File: config.mk
export PLATFORM = sky130hd
export DESIGN_NAME = system_bus_controller
export DESIGN_NICKNAME = d
export VERILOG_FILES = /design/src/rtl/sbc_pkg.sv /design/src/rtl/region_decoder.sv /design/src/rtl/system_bus_controller.sv
export SDC_FILE = /design/constraint.sdc
export NUM_CORES = 1
export LEC_CHECK = 0
export ABC_AREA = 1
export ABC_CLOCK_PERIOD_IN_PS = 6110
export BUFFER_PORTS_ARGS = -buffer_cell sky130_fd_sc_hd__buf_4
export CORE_UTILIZATION = 52
export DETAILED_ROUTE_END_ITERATION = 8
export PLACE_DENSITY_LB_ADDON = 0.05
export SLEW_MARGIN = 20
export SYNTH_ARGS = -nofsm -noshare
export SYNTH_HDL_FRONTEND = slang
export SYNTH_SLANG_ARGS = --single-unit
File: constraint.sdc
create_clock -name clk_sys_i -period 6.11 [get_ports clk_sys_i]
set_clock_uncertainty 0.1 [all_clocks]
set_input_delay 0.3055 -clock clk_sys_i [delete_from_list [all_inputs] [get_ports clk_sys_i]]
set_output_delay 0.3055 -clock clk_sys_i [all_outputs]
set_load 0.02 [all_outputs]
File: src/rtl/sbc_pkg.sv
package sbc_pkg;

   // Access size encoding, shared by bus requests and the abort size field
   typedef enum logic [1:0] {
      SZ_BYTE = 2'h0,
      SZ_HALF = 2'h1,
      SZ_WORD = 2'h2,
      SZ_RSVD = 2'h3
   } acc_size_t;

   // Access type encoding, shared by bus requests and the abort type field
   typedef enum logic [1:0] {
      ACC_READ  = 2'h0,
      ACC_WRITE = 2'h1,
      ACC_FETCH = 2'h2,
      ACC_RSVD  = 2'h3
   } acc_type_t;

   // Slave selected by the address decoder
   typedef enum logic [1:0] {
      TGT_NONE,
      TGT_FLASH,
      TGT_SRAM,
      TGT_PERIPH
   } target_t;

   // One master's request towards the controller
   typedef struct packed {
      logic        req;
      logic [31:0] addr;
      logic [31:0] wdata;
      acc_size_t   size;
      acc_type_t   kind;
   } bus_req_t;

   // Access handed on to the selected slave, one cycle after acceptance
   typedef struct packed {
      logic        valid;
      target_t     target;
      logic [27:0] offset;
      logic        write;
      acc_size_t   size;
      logic [31:0] wdata;
   } slave_req_t;

   // Decoder result
   typedef struct packed {
      target_t     target;
      logic [27:0] offset;
      logic        undefined;
   } decode_t;

   // Register offsets (byte addresses on the register port)
   localparam logic [7:0]  REMAP_CMD_OFS   = 8'h00;
   localparam logic [7:0]  ABORT_STAT_OFS  = 8'h04;
   localparam logic [7:0]  ABORT_ADDR_OFS  = 8'h08;

   // Remap command field
   localparam int          REMAP_TOGGLE_BIT = 0;

   // Abort status field positions
   localparam int          UNDEF_FLAG_BIT  = 0;
   localparam int          MISAL_FLAG_BIT  = 1;
   localparam int          ABT_SIZE_LSB    = 8;
   localparam int          ABT_TYPE_LSB    = 10;
   localparam int          DMA_SRC_BIT     = 16;
   localparam int          CPU_SRC_BIT     = 17;
   localparam int          DMA_STICKY_BIT  = 24;
   localparam int          CPU_STICKY_BIT  = 25;

   // Values after reset
   localparam logic [31:0] ABORT_STAT_RST  = 32'h0000_0000;
   localparam logic [31:0] ABORT_ADDR_RST  = 32'h0000_0000;
   localparam logic        REMAP_RST       = 1'b0;

   // Address map
   localparam logic [3:0]  REGION_INTERNAL = 4'h0;
   localparam logic [3:0]  REGION_PERIPH   = 4'hf;
   localparam logic [7:0]  SLOT_AREA0      = 8'h00;
   localparam logic [7:0]  SLOT_FLASH      = 8'h01;
   localparam logic [7:0]  SLOT_SRAM       = 8'h02;

   // Memory sizes as address widths (flash 256 kbyte, SRAM 64 kbyte)
   localparam int          FLASH_AW        = 18;
   localparam int          SRAM_AW         = 16;

endpackage

File: src/rtl/region_decoder.sv
`timescale 1ns/1ps
`default_nettype none

module region_decoder
   import sbc_pkg::*;
(
   // Request address and map state
   input  wire logic [31:0] addr_i,
   input  wire logic        remap_i,
   // Decode result
   output decode_t          dec_o
);

   // Keep only the low bits that a memory of 2**aw bytes sees
   function automatic logic [27:0] alias_offset(input logic [31:0] a, input int aw);
      logic [27:0] mask;
      mask = 28'((28'h1 << aw) - 28'h1);
      return a[27:0] & mask;
   endfunction

   // Region, then slot, then aliasing inside the slot
   always_comb begin
      dec_o.target    = TGT_NONE;
      dec_o.offset    = 28'h0;
      dec_o.undefined = 1'b1;
      if (addr_i[31:28] == REGION_INTERNAL) begin
         case (addr_i[27:20])
            SLOT_AREA0: begin
               dec_o.target    = remap_i ? TGT_SRAM : TGT_FLASH;
               dec_o.offset    = alias_offset(addr_i, remap_i ? SRAM_AW : FLASH_AW);
               dec_o.undefined = 1'b0;
            end
            SLOT_FLASH: begin
               dec_o.target    = TGT_FLASH;
               dec_o.offset    = alias_offset(addr_i, FLASH_AW);
               dec_o.undefined = 1'b0;
            end
            SLOT_SRAM: begin
               dec_o.target    = TGT_SRAM;
               dec_o.offset    = alias_offset(addr_i, SRAM_AW);
               dec_o.undefined = 1'b0;
            end
            default: begin
               dec_o.undefined = 1'b1;
            end
         endcase
      end else if (addr_i[31:28] == REGION_PERIPH) begin
         dec_o.target    = TGT_PERIPH;
         dec_o.offset    = addr_i[27:0];
         dec_o.undefined = 1'b0;
      end else begin
         dec_o.undefined = 1'b1;
      end
   end

endmodule // region_decoder

`default_nettype wire

File: src/rtl/system_bus_controller.sv
`timescale 1ns/1ps
`default_nettype none

// How it works
// - DMA master beats processor when both request
// - Top four address bits pick a region
// - Region 0 internal, region F peripherals
// - Fourteen middle regions are undefined, abort
// - Eight more bits pick a 1-Mbyte slot
// - Small memory aliases across its slot
// - Unassigned internal slot aborts
// - Area 0 is flash, SRAM after remap
// - Mapped memory also stays at own slot
// - Writing one toggles remap, zero ignored
// - Abort goes to every master
// - Abort address register keeps full address
// - Abort size and type are recorded
// - Undefined and misaligned cause flags recorded
// - Source bits name the aborting master
// - Sticky per-master flag for unreported aborts
// - Misaligned word access aborts
// - Misaligned half-word access aborts
// - Processor instruction fetches skip alignment check
// - Little-endian transfers only
// - Reading abort status clears sticky flags
module system_bus_controller
   import sbc_pkg::*;
(
   // Clock and reset
   input  wire logic        clk_sys_i,
   input  wire logic        rst_i,
   // Bus masters
   input  wire bus_req_t    dma_req_i,
   input  wire bus_req_t    cpu_req_i,
   output logic             dma_gnt_o,
   output logic             cpu_gnt_o,
   output logic             abort_o,
   // Slave side
   output slave_req_t       slave_o,
   output logic             remap_o,
   // Register port
   input  wire logic [7:0]  reg_addr_i,
   input  wire logic [31:0] reg_wdata_i,
   input  wire logic        reg_wr_i,
   input  wire logic        reg_rd_i,
   output logic [31:0]      reg_rdata_o
);

   // Whole state of the controller
   typedef struct packed {
      logic        remap;       // Area 0 shows SRAM when set
      slave_req_t  slv;         // Registered access to the slave
      logic        abort;       // Abort pulse to all masters
      logic        undef_flag;  // Last abort: undefined address
      logic        misal_flag;  // Last abort: misaligned address
      acc_size_t   abt_size;    // Last abort size
      acc_type_t   abt_type;    // Last abort type
      logic [1:0]  src;         // Last abort source, bit 0 DMA, bit 1 CPU
      logic [1:0]  sticky;      // Aborts not shown in src since read
      logic        unread;      // src holds an abort not yet read
      logic [31:0] abt_addr;    // Last abort address
      logic [31:0] rdata;       // Register read data
   } state_t;

   state_t     st_r;            // Registered state
   state_t     st_nxt;          // Next state
   decode_t    dec;             // Decode of the granted address
   bus_req_t   cur;             // Granted request
   logic       gnt_dma;         // DMA owns the bus this cycle
   logic       gnt_cpu;         // Processor owns the bus this cycle
   logic       active;          // Some master was granted
   logic       misaligned;      // Granted access fails alignment
   logic       abort_now;       // Granted access is cancelled
   logic       rd_status;       // Software reads abort status

   // Alignment check for one request
   function automatic logic is_misaligned(input bus_req_t r, input logic from_cpu);
      logic bad;
      bad = 1'b0;
      // word needs both low bits zero
      if (r.size == SZ_WORD && r.addr[1:0] != 2'h0) begin
         bad = 1'b1;
      end
      if (r.size == SZ_HALF && r.addr[0]) begin
         bad = 1'b1;
      end
      if (from_cpu && r.kind == ACC_FETCH) begin
         bad = 1'b0;
      end
      return bad;
   endfunction

   // Abort status word as software sees it
   function automatic logic [31:0] status_word(input state_t s);
      logic [31:0] w;
      w = ABORT_STAT_RST;
      w[UNDEF_FLAG_BIT]                 = s.undef_flag;
      w[MISAL_FLAG_BIT]                 = s.misal_flag;
      w[ABT_SIZE_LSB +: 2]              = s.abt_size;
      w[ABT_TYPE_LSB +: 2]              = s.abt_type;
      w[DMA_SRC_BIT]                    = s.src[0];
      w[CPU_SRC_BIT]                    = s.src[1];
      w[DMA_STICKY_BIT]                 = s.sticky[0];
      w[CPU_STICKY_BIT]                 = s.sticky[1];
      return w;
   endfunction

   // Fixed priority arbiter, combinational so a master learns at once
   always_comb begin
      gnt_dma = dma_req_i.req;
      gnt_cpu = cpu_req_i.req & ~dma_req_i.req;
      active  = gnt_dma | gnt_cpu;
      cur     = gnt_dma ? dma_req_i : cpu_req_i;
   end

   // Address decoder on the granted address
   region_decoder u_decoder (
      .addr_i  (cur.addr),
      .remap_i (st_r.remap),
      .dec_o   (dec)
   );

   // Cancel decision
   always_comb begin
      misaligned = active & is_misaligned(cur, gnt_cpu);
      abort_now  = active & (dec.undefined | misaligned);
      rd_status  = reg_rd_i & (reg_addr_i == ABORT_STAT_OFS);
   end

   // Next state: slave stage, abort record, registers
   always_comb begin
      st_nxt = st_r;

      // cancelled access never reaches a slave
      st_nxt.slv.valid  = active & ~abort_now;
      st_nxt.slv.target = dec.target;
      st_nxt.slv.offset = dec.offset;
      // Byte lanes pass unswapped; the only byte order is little-endian
      // little-endian pass-through
      st_nxt.slv.write  = cur.kind == ACC_WRITE;
      st_nxt.slv.size   = cur.size;
      st_nxt.slv.wdata  = cur.wdata;

      // one abort line for all masters
      st_nxt.abort = abort_now;

      if (rd_status) begin
         st_nxt.sticky = 2'h0;
         st_nxt.unread = 1'b0;
      end

      // Abort applied after the read clear so a same-cycle abort is kept
      if (abort_now) begin
         if (st_nxt.unread) begin
            st_nxt.sticky = st_nxt.sticky | st_r.src;
         end
         st_nxt.src        = {gnt_cpu, gnt_dma};
         st_nxt.unread     = 1'b1;
         st_nxt.abt_addr   = cur.addr;
         st_nxt.abt_size   = cur.size;
         st_nxt.abt_type   = cur.kind;
         st_nxt.undef_flag = dec.undefined;
         st_nxt.misal_flag = misaligned;
      end

      if (reg_wr_i && reg_addr_i == REMAP_CMD_OFS && reg_wdata_i[REMAP_TOGGLE_BIT]) begin
         st_nxt.remap = ~st_r.remap;
      end

      // Read data stand one cycle only, zero otherwise and when unmapped
      st_nxt.rdata = 32'h0;
      if (reg_rd_i) begin
         case (reg_addr_i)
            ABORT_STAT_OFS: begin
               st_nxt.rdata = status_word(st_r);
            end
            ABORT_ADDR_OFS: begin
               st_nxt.rdata = st_r.abt_addr;
            end
            // Remap command is write-only
            default: begin
               st_nxt.rdata = 32'h0;
            end
         endcase
      end
   end

   // State register
   always_ff @(posedge clk_sys_i or posedge rst_i) begin
      if (rst_i) begin
         st_r            <= '0;
         st_r.remap      <= REMAP_RST;
         st_r.abt_addr   <= ABORT_ADDR_RST;
      end else begin
         st_r <= st_nxt;
      end
   end

   // Outputs
   assign dma_gnt_o   = gnt_dma;
   assign cpu_gnt_o   = gnt_cpu;
   // masters filter the shared abort themselves
   assign abort_o     = st_r.abort;
   assign slave_o     = st_r.slv;
   assign remap_o     = st_r.remap;
   assign reg_rdata_o = st_r.rdata;

   // Checks

   property p_priority;
      @(posedge clk_sys_i) disable iff (rst_i)
      dma_req_i.req |-> (dma_gnt_o && !cpu_gnt_o);
   endproperty
   a_priority: assert property (p_priority) else $error("cpu granted over dma");

   property p_undef_region;
      @(posedge clk_sys_i) disable iff (rst_i)
      (active && cur.addr[31:28] != REGION_INTERNAL && cur.addr[31:28] != REGION_PERIPH)
         |=> (abort_o && st_r.undef_flag && !slave_o.valid);
   endproperty
   a_undef_region: assert property (p_undef_region)
      else $error("undefined region not aborted");

   property p_bad_slot;
      @(posedge clk_sys_i) disable iff (rst_i)
      (active && cur.addr[31:28] == REGION_INTERNAL && cur.addr[27:20] > SLOT_SRAM) |=> abort_o;
   endproperty
   a_bad_slot: assert property (p_bad_slot) else $error("unassigned slot not aborted");

   property p_area0;
      @(posedge clk_sys_i) disable iff (rst_i)
      (active && cur.addr[31:20] == 12'h000 && !abort_now)
         |=> slave_o.target == ($past(st_r.remap) ? TGT_SRAM : TGT_FLASH);
   endproperty
   a_area0: assert property (p_area0) else $error("area 0 maps wrong memory");

   property p_toggle;
      @(posedge clk_sys_i) disable iff (rst_i)
      (reg_wr_i && reg_addr_i == REMAP_CMD_OFS) |=>
         (remap_o == ($past(remap_o) ^ $past(reg_wdata_i[REMAP_TOGGLE_BIT])));
   endproperty
   a_toggle: assert property (p_toggle) else $error("remap toggle wrong");

   property p_addr_saved;
      @(posedge clk_sys_i) disable iff (rst_i)
      abort_now |=> (st_r.abt_addr == $past(cur.addr) && abort_o);
   endproperty
   a_addr_saved: assert property (p_addr_saved) else $error("abort address not saved");

   property p_source;
      @(posedge clk_sys_i) disable iff (rst_i)
      abort_now |=> st_r.src == {$past(gnt_cpu), $past(gnt_dma)};
   endproperty
   a_source: assert property (p_source) else $error("abort source wrong");

   property p_word_misal;
      @(posedge clk_sys_i) disable iff (rst_i)
      (active && cur.size == SZ_WORD && cur.addr[1:0] != 2'h0
         && !(gnt_cpu && cur.kind == ACC_FETCH))
         |=> (abort_o && st_r.misal_flag && !slave_o.valid);
   endproperty
   a_word_misal: assert property (p_word_misal) else $error("misaligned word passed");

   property p_half_misal;
      @(posedge clk_sys_i) disable iff (rst_i)
      (active && cur.size == SZ_HALF && cur.addr[0] && !(gnt_cpu && cur.kind == ACC_FETCH))
         |=> (abort_o && st_r.misal_flag);
   endproperty
   a_half_misal: assert property (p_half_misal)
      else $error("misaligned half-word passed");

   property p_fetch_exempt;
      @(posedge clk_sys_i) disable iff (rst_i)
      (gnt_cpu && cur.kind == ACC_FETCH && !dec.undefined) |=> !abort_o;
   endproperty
   a_fetch_exempt: assert property (p_fetch_exempt)
      else $error("fetch aborted on alignment");

   // A same-cycle abort stays unread and never lands in sticky
   property p_read_clear;
      @(posedge clk_sys_i) disable iff (rst_i)
      rd_status |=> (st_r.sticky == 2'h0 && st_r.unread == $past(abort_now));
   endproperty
   a_read_clear: assert property (p_read_clear)
      else $error("sticky not cleared by read");

   property p_sticky;
      @(posedge clk_sys_i) disable iff (rst_i)
      (abort_now && st_r.unread && !rd_status)
         |=> (st_r.sticky == ($past(st_r.sticky) | $past(st_r.src)));
   endproperty
   a_sticky: assert property (p_sticky) else $error("sticky flag not set");

   property p_abort_info;
      @(posedge clk_sys_i) disable iff (rst_i)
      abort_now |=> (st_r.abt_size == $past(cur.size) && st_r.abt_type == $past(cur.kind));
   endproperty
   a_abort_info: assert property (p_abort_info)
      else $error("abort size or type wrong");

   // A byte access is never misaligned, so only the undefined flag rises
   property p_undef_cause;
      @(posedge clk_sys_i) disable iff (rst_i)
      (active && cur.size == SZ_BYTE && cur.addr[31:28] != REGION_INTERNAL
         && cur.addr[31:28] != REGION_PERIPH) |=> (st_r.undef_flag && !st_r.misal_flag);
   endproperty
   a_undef_cause: assert property (p_undef_cause)
      else $error("abort cause flags wrong");

   property p_periph;
      @(posedge clk_sys_i) disable iff (rst_i)
      (active && cur.addr[31:28] == REGION_PERIPH && !misaligned)
         |=> (slave_o.valid && slave_o.target == TGT_PERIPH);
   endproperty
   a_periph: assert property (p_periph) else $error("peripheral access lost");

   property p_sram_slot;
      @(posedge clk_sys_i) disable iff (rst_i)
      (active && cur.addr[31:20] == {REGION_INTERNAL, SLOT_SRAM} && !misaligned)
         |=> (slave_o.valid && slave_o.target == TGT_SRAM);
   endproperty
   a_sram_slot: assert property (p_sram_slot) else $error("SRAM slot not reached");

   // Flash is smaller than its slot, so upper offset bits must drop out
   property p_flash_alias;
      @(posedge clk_sys_i) disable iff (rst_i)
      (active && cur.addr[31:20] == {REGION_INTERNAL, SLOT_FLASH} && !misaligned)
         |=> (slave_o.valid && slave_o.offset == 28'($past(cur.addr[FLASH_AW-1:0])));
   endproperty
   a_flash_alias: assert property (p_flash_alias)
      else $error("flash slot alias wrong");

   c_dma_abort: cover property (@(posedge clk_sys_i) disable iff (rst_i) abort_now && gnt_dma);
   c_cpu_misal: cover property (@(posedge clk_sys_i) disable iff (rst_i)
      abort_now && misaligned && gnt_cpu);
   c_remapped:  cover property (@(posedge clk_sys_i) disable iff (rst_i) remap_o && slave_o.valid);
   c_sticky:    cover property (@(posedge clk_sys_i) disable iff (rst_i) st_r.sticky == 2'h3);
   c_contend:   cover property (@(posedge clk_sys_i) disable iff (rst_i)
      dma_req_i.req && cpu_req_i.req);

endmodule // system_bus_controller

`default_nettype wire

* Word level (Yosys, flattened, before mapping) *
Index checks and enable logic that the tools add are counted.

storage, ports and cells
  bits in registers = 143
  input port bits = 182
  output and inout port bits = 102

cells by class
  $add $sub $neg = 1
  equality and inequality tests = 9
  shifts and indexed selects = 1
  muxes and demuxes = 16
  bitwise operators = 12
  reduce and logical (&&, ||, !) cells = 10

operators by type and width
  cell                   count
  $pmux 30 s3            1
  $mux 68                1
  $pmux 32 s2            1
  $mux 35                1
  $mux 32                1
  $shl 1x32->28 const A  1
  $mux 31                1
  $mux 30                1
  $and 28x28->28         1
  $sub 28x1->28 const B  1
  $logic_not 8->1        2
  $eq 8x1->1 const B     1
  $eq 8x2->1 const B     1
  $eq 8x3->1 const B     1
  $eq 8x4->1 const B     1
  $mux 2                 3
  $and 1x1->1            5
  $logic_and 1x1->1      5
  $mux 1                 5
  $eq 2x1->1 const B     2
  $eq 2x2->1 const B     2
  $eq 4x4->1 const B     1
  $logic_not 4->1        1
  $mux 3                 1
  other kinds (5)        8

* Longest topological paths before layout *
  depth in word-level cells = 11
  gate-level depth with buffers = 13
  mapped depth without buffers = 11

* Cells and area by module *
A second synthesis with hierarchy kept.

second synthesis, totals
  cells, all modules = 820
  area, all modules = 6725.2 um^2

modules (own cells, without submodules)
  module                 times used  cells an instance  area each (um^2)  sequential area each (um^2)
  system_bus_controller  1           720                6293.5            3578.4
  region_decoder         1           100                431.7             0.0

* Worst setup path after synthesis *
No wires, ideal clock.

  path type = input-to-reg
  start = in dma_req_i[68] (netlist name)
  end = reg st_r[32] (netlist name)
  arrival time = 1461 ps
  setup slack = 4432 ps
  cell stages on the path = 10
  path buffers = 2
  cells stage by stage = buf_4 -> o21ai_0 -> inv_1 -> nand2_1 -> nand3_1 -> nand3_1 -> nand3_2 -> buf_2 -> nand3_1 -> nand2_1

between the ends
  cells in the longest elaborated chain, start to end = 9
  elaborated cells between the ends (all ways) = 26

ends and longest elaborated chain
  element                                                 line                          source
  start: declaration                                      system_bus_controller.sv:33   input wire bus_req_t dma_req_i,
  $mux 68                                                 system_bus_controller.sv:113  cur = gnt_dma ? dma_req_i : cpu_req_i;
  $eq 2x2->1 / $reduce_bool 2->1 (equally long branches)  system_bus_controller.sv:81   if (r.size == SZ_WORD && r.addr[1:0] != 2'h0) begin
  $logic_and 1x1->1                                       system_bus_controller.sv:81
  $mux 1                                                  system_bus_controller.sv:81
  $mux 1                                                  system_bus_controller.sv:84   if (r.size == SZ_HALF && r.addr[0]) begin
  $mux 1                                                  system_bus_controller.sv:87   if (from_cpu && r.kind == ACC_FETCH) begin
  $and 1x1->1                                             system_bus_controller.sv:125  misaligned = active & is_misaligned(cur, gnt_cpu);
  $or 1x1->1                                              system_bus_controller.sv:126  abort_now = active & (dec.undefined | misaligned);
  $and 1x1->1                                             system_bus_controller.sv:126
  end signal: assignment                                  system_bus_controller.sv:195  st_r <= st_nxt;
  end: declaration                                        system_bus_controller.sv:65   state_t st_r;

Several ways; a longest one is shown, not always the timed one.
A chain may end at the register's enable or synchronous reset.

* Worst setup path in the final report *
  start = in dma_req_i[68] (netlist name)
  end = reg st_r[40] (netlist name)

Same word-level chain as after synthesis.

==> impl_metrics.ini <==
[run_status]
status = finished clean

[pwr]
p_int_w = 0.00176
p_per_area_nw_per_um2 = 257
ir_drop_mv = 0.145
clkPwrFrac_pct = 41.4
p_leak_nw = 5.15
p_switching_w = 0.000557
pwr-share-comb_pct = 14.6
switching_share_pct = 24.1
power_frac_seq_pct = 44.0

[synth]
synthAdderAreaFrac_pct = 0
synth_compound_area_share_pct = 3.62
ys.flop_type = dfrtp_1
yosys.area_share.simple_pct = 23.1
synth-seq-area-share_pct = 54.2
synthTopCellsByCount = 234 x nand2_1, 143 x dfrtp_1, 101 x buf_4
synth_xor_area_share_pct = 0.133
synth_nets = 960
synth_top_area_cell = dfrtp_1
netlist_area_sq_um = 6600
yosysWarnings = 0
synthArstFlopShare_pct = 100
ys_ff_latch = 143
post_synth_inst_count = 778
synth.top_cell.area_share_pct = 54.2
yosys-top-cells-area = dfrtp_1 54%, nand2_1 13%, buf_4 11%
synth_area_per_cell_sq_um = 8.48
synth-edff-count = 0
synthMuxAreaShare_pct = 0
ys_types = 27
synth_top_family_by_area = simple AND/OR/NAND/NOR gates
synth.most_common_cell = nand2_1

[setup_path]
worstPathArrival_ns = 3.99
crit_fanout = 48
end_kind = register
cp-start-kind = input pin
required_ns = 6.36
worstSetupPathType = in2reg

[floorplanning]
io_pins = 284
die_h_um = 115
start_util_pct = 54.0
die_area_sq_um = 13100
core_area_sq_um = 12200
die_w_um = 115
core.rowCount = 40

[cts]
clockRootBuffer = clkbuf_16
cts.sinks = 143
clock_path_buffers = 2
cts_made_buffers = 17
cts_tree = yes
clk_pin_slew_ns = 0.06
post_cts_buffers = 0
clkLatencyLatePin_ns = 0.42
h-tree-depth = 4

[sta]
tns_ns = 0
fmax_mhz = 267
hold_viol_final = 0
fin_crit_sh_pct = 61.3
finalCriticalPeriod_ns = 3.74
relSlewSlack_pct = 36.3
rsz0062_at_grt = no
tightest_slew_ns = 0.955
drv_slew = 0
setup_violations = 0
worst_hold_slack_ns = 0.0363

[detailed_routing]
drtIter0Drc = 323
viasPerCell = 4.76
drt_wl_total_mm = 17.4
vias = 5551
ant_nets = 0
dr.pass1.iters = 5
drcViolationCount = 0
detail_route.wl_per_cell_um = 15.0

[layout]
design_area_sq_um = 9010
drive_above_1_share_pct = 31.1
seq_area_sq_um = 3580
utilization_pct = 73.8
num-fill-cells = 922
finalNetCount = 1166
multi_input_area_sq_um = 1770
area.growth.synth_to_final_pct = 36.5

[placed_design]
post-dp-hpwl_mm = 10.9
place_area_sq_um = 7820
gp_congestion = 0.835
portBuffers = 252

[min_path]
hp-class = in2reg

[global_routing]
grt_usage_pct = 27.7
overflow = 0
grt_max_degree = 79
grt_pass1_wl_mm = 27.1
antenna_found_initial = 1
grt_pass1_vias = 5562

[job]
max_cap_violations = 0
[worst max-delay path, stage by stage]
cell and delay [ns]:
buf_4 0.12, inv_2 0.28, buf_4 0.47, nand2_1 0.09, nand2_1 0.13, nand4_1 0.57
nand2_1 0.35, nand3_2 0.72, nand2_4 0.70, nand2_1 0.11, nand2_1 0.09
[cell families after synthesis]
group                  count (synthesis)
AO/OA/AOI/OAI                         44
XOR/XNOR                               1
AND/OR/NAND/NOR                      368
flip-flops                           143
buffers and inverters                222
[state kept, by name, indices dropped and copies added (netlist names)]
name,count
remap_o,1
reg_rdata_o,32
slave_o,66
abort_o,1
st_r,43
[through the flow]
| step | total power (W) | setup WS [ns] | std cells |
|---|---|---|---|
| after floorplan | 0.00121 | 1.87 | 778 |
| after global placement | 0.00132 | 2.09 | 1070 |
| after detailed placement | 0.00133 | 1.95 | 1070 |
| after CTS | 0.00232 | 2.38 | 1164 |
| after global routing | 0.00241 | 1.97 | 1165 |
| final | 0.00231 | 2.37 | 1165 |
[layer usage]
| metal | routed length, um | part of all wire [%] | global-route usage, % | up-vias |
|---|---|---|---|---|
| li1 | - | - | - | 2659 |
| met1 | 6460 | 37 | 30.7 | 2603 |
| met2 | 8960 | 51 | 48.0 | 239 |
| met3 | 1300 | 7.5 | 8.26 | 50 |
| met4 | 716 | 4.1 | 14.9 | 0 |
| met5 | 0 | 0 | 0 | - |
[area by class of cell]
type | count | share of cell area, %
Clock inverter | 7 | 0.667
Inverter | 90 | 3.81
Antenna cell | 1 | 0.0278
Multi-Input combinational cell | 413 | 19.6
Clock buffer | 24 | 5.46
Sequential cell | 143 | 39.7
Tap cell | 168 | 2.33
Timing Repair Buffer | 319 | 28.3
[what timing repair did]
| item | CTS | global route |
|---|---|---|
| resized for setup | 0 | 0 |
| endpoints found under the setup margin | 0 | 0 |
| endpoints found under the hold margin | 97 | 0 |
| hold buffers | 63 | 0 |
[power by group through the flow]
stage	combinational, W	clock, W	sequential, W
floorplan	0.000183	0	0.00103
global route	0.000372	0.00101	0.00102
finish	0.000338	0.000957	0.00102
CTS	0.000331	0.000969	0.00102
global placement	0.000287	0	0.00103
detailed placement	0.000293	0	0.00103
[path summary, 6_finish.rpt]
| path | start | end | slack, ns | cells past startpoint |
|---|---|---|---|---|
| worst max-delay path | dma_req_i[68] | st_r[40] | 2.37 | 11 |
| worst min-delay path | dma_req_i[12] | slave_o[8] | 0.04 | 3 |
| worst max register to register | remap_o | slave_o[52] | 5.08 | 3 |
| worst min register to register | st_r[51] | st_r[51] | 0.37 | 2 |
| max in group asynchronous | rst_i | st_r[49] | 4.08 | 4 |
| min in group asynchronous | rst_i | slave_o[24] | 0.43 | 3 |
[layout by cell type, fill, tap and decap left out, types with 2 or more instances in the layout]
| cell | netlist | final |
|---|---|---|
| a21oi_1 | 2 | 2 |
| buf_4 | 101 | 256 |
| clkbuf_1 | 15 | 3 |
| clkbuf_16 | 0 | 17 |
| clkbuf_8 | 0 | 4 |
| clkinv_2 | 0 | 6 |
| dfrtp_1 | 143 | 143 |
| dlygate4sd3_1 | 0 | 63 |
| inv_1 | 89 | 88 |
| nand2_1 | 234 | 234 |
| nand3_1 | 42 | 42 |
| nand4_1 | 4 | 4 |
| nor2_1 | 59 | 59 |
| nor3_1 | 3 | 3 |
| o21ai_0 | 28 | 28 |
| o21ai_1 | 2 | 2 |
| o22ai_1 | 10 | 10 |
| or2_2 | 20 | 20 |
(Power assumes the default switching activity.)
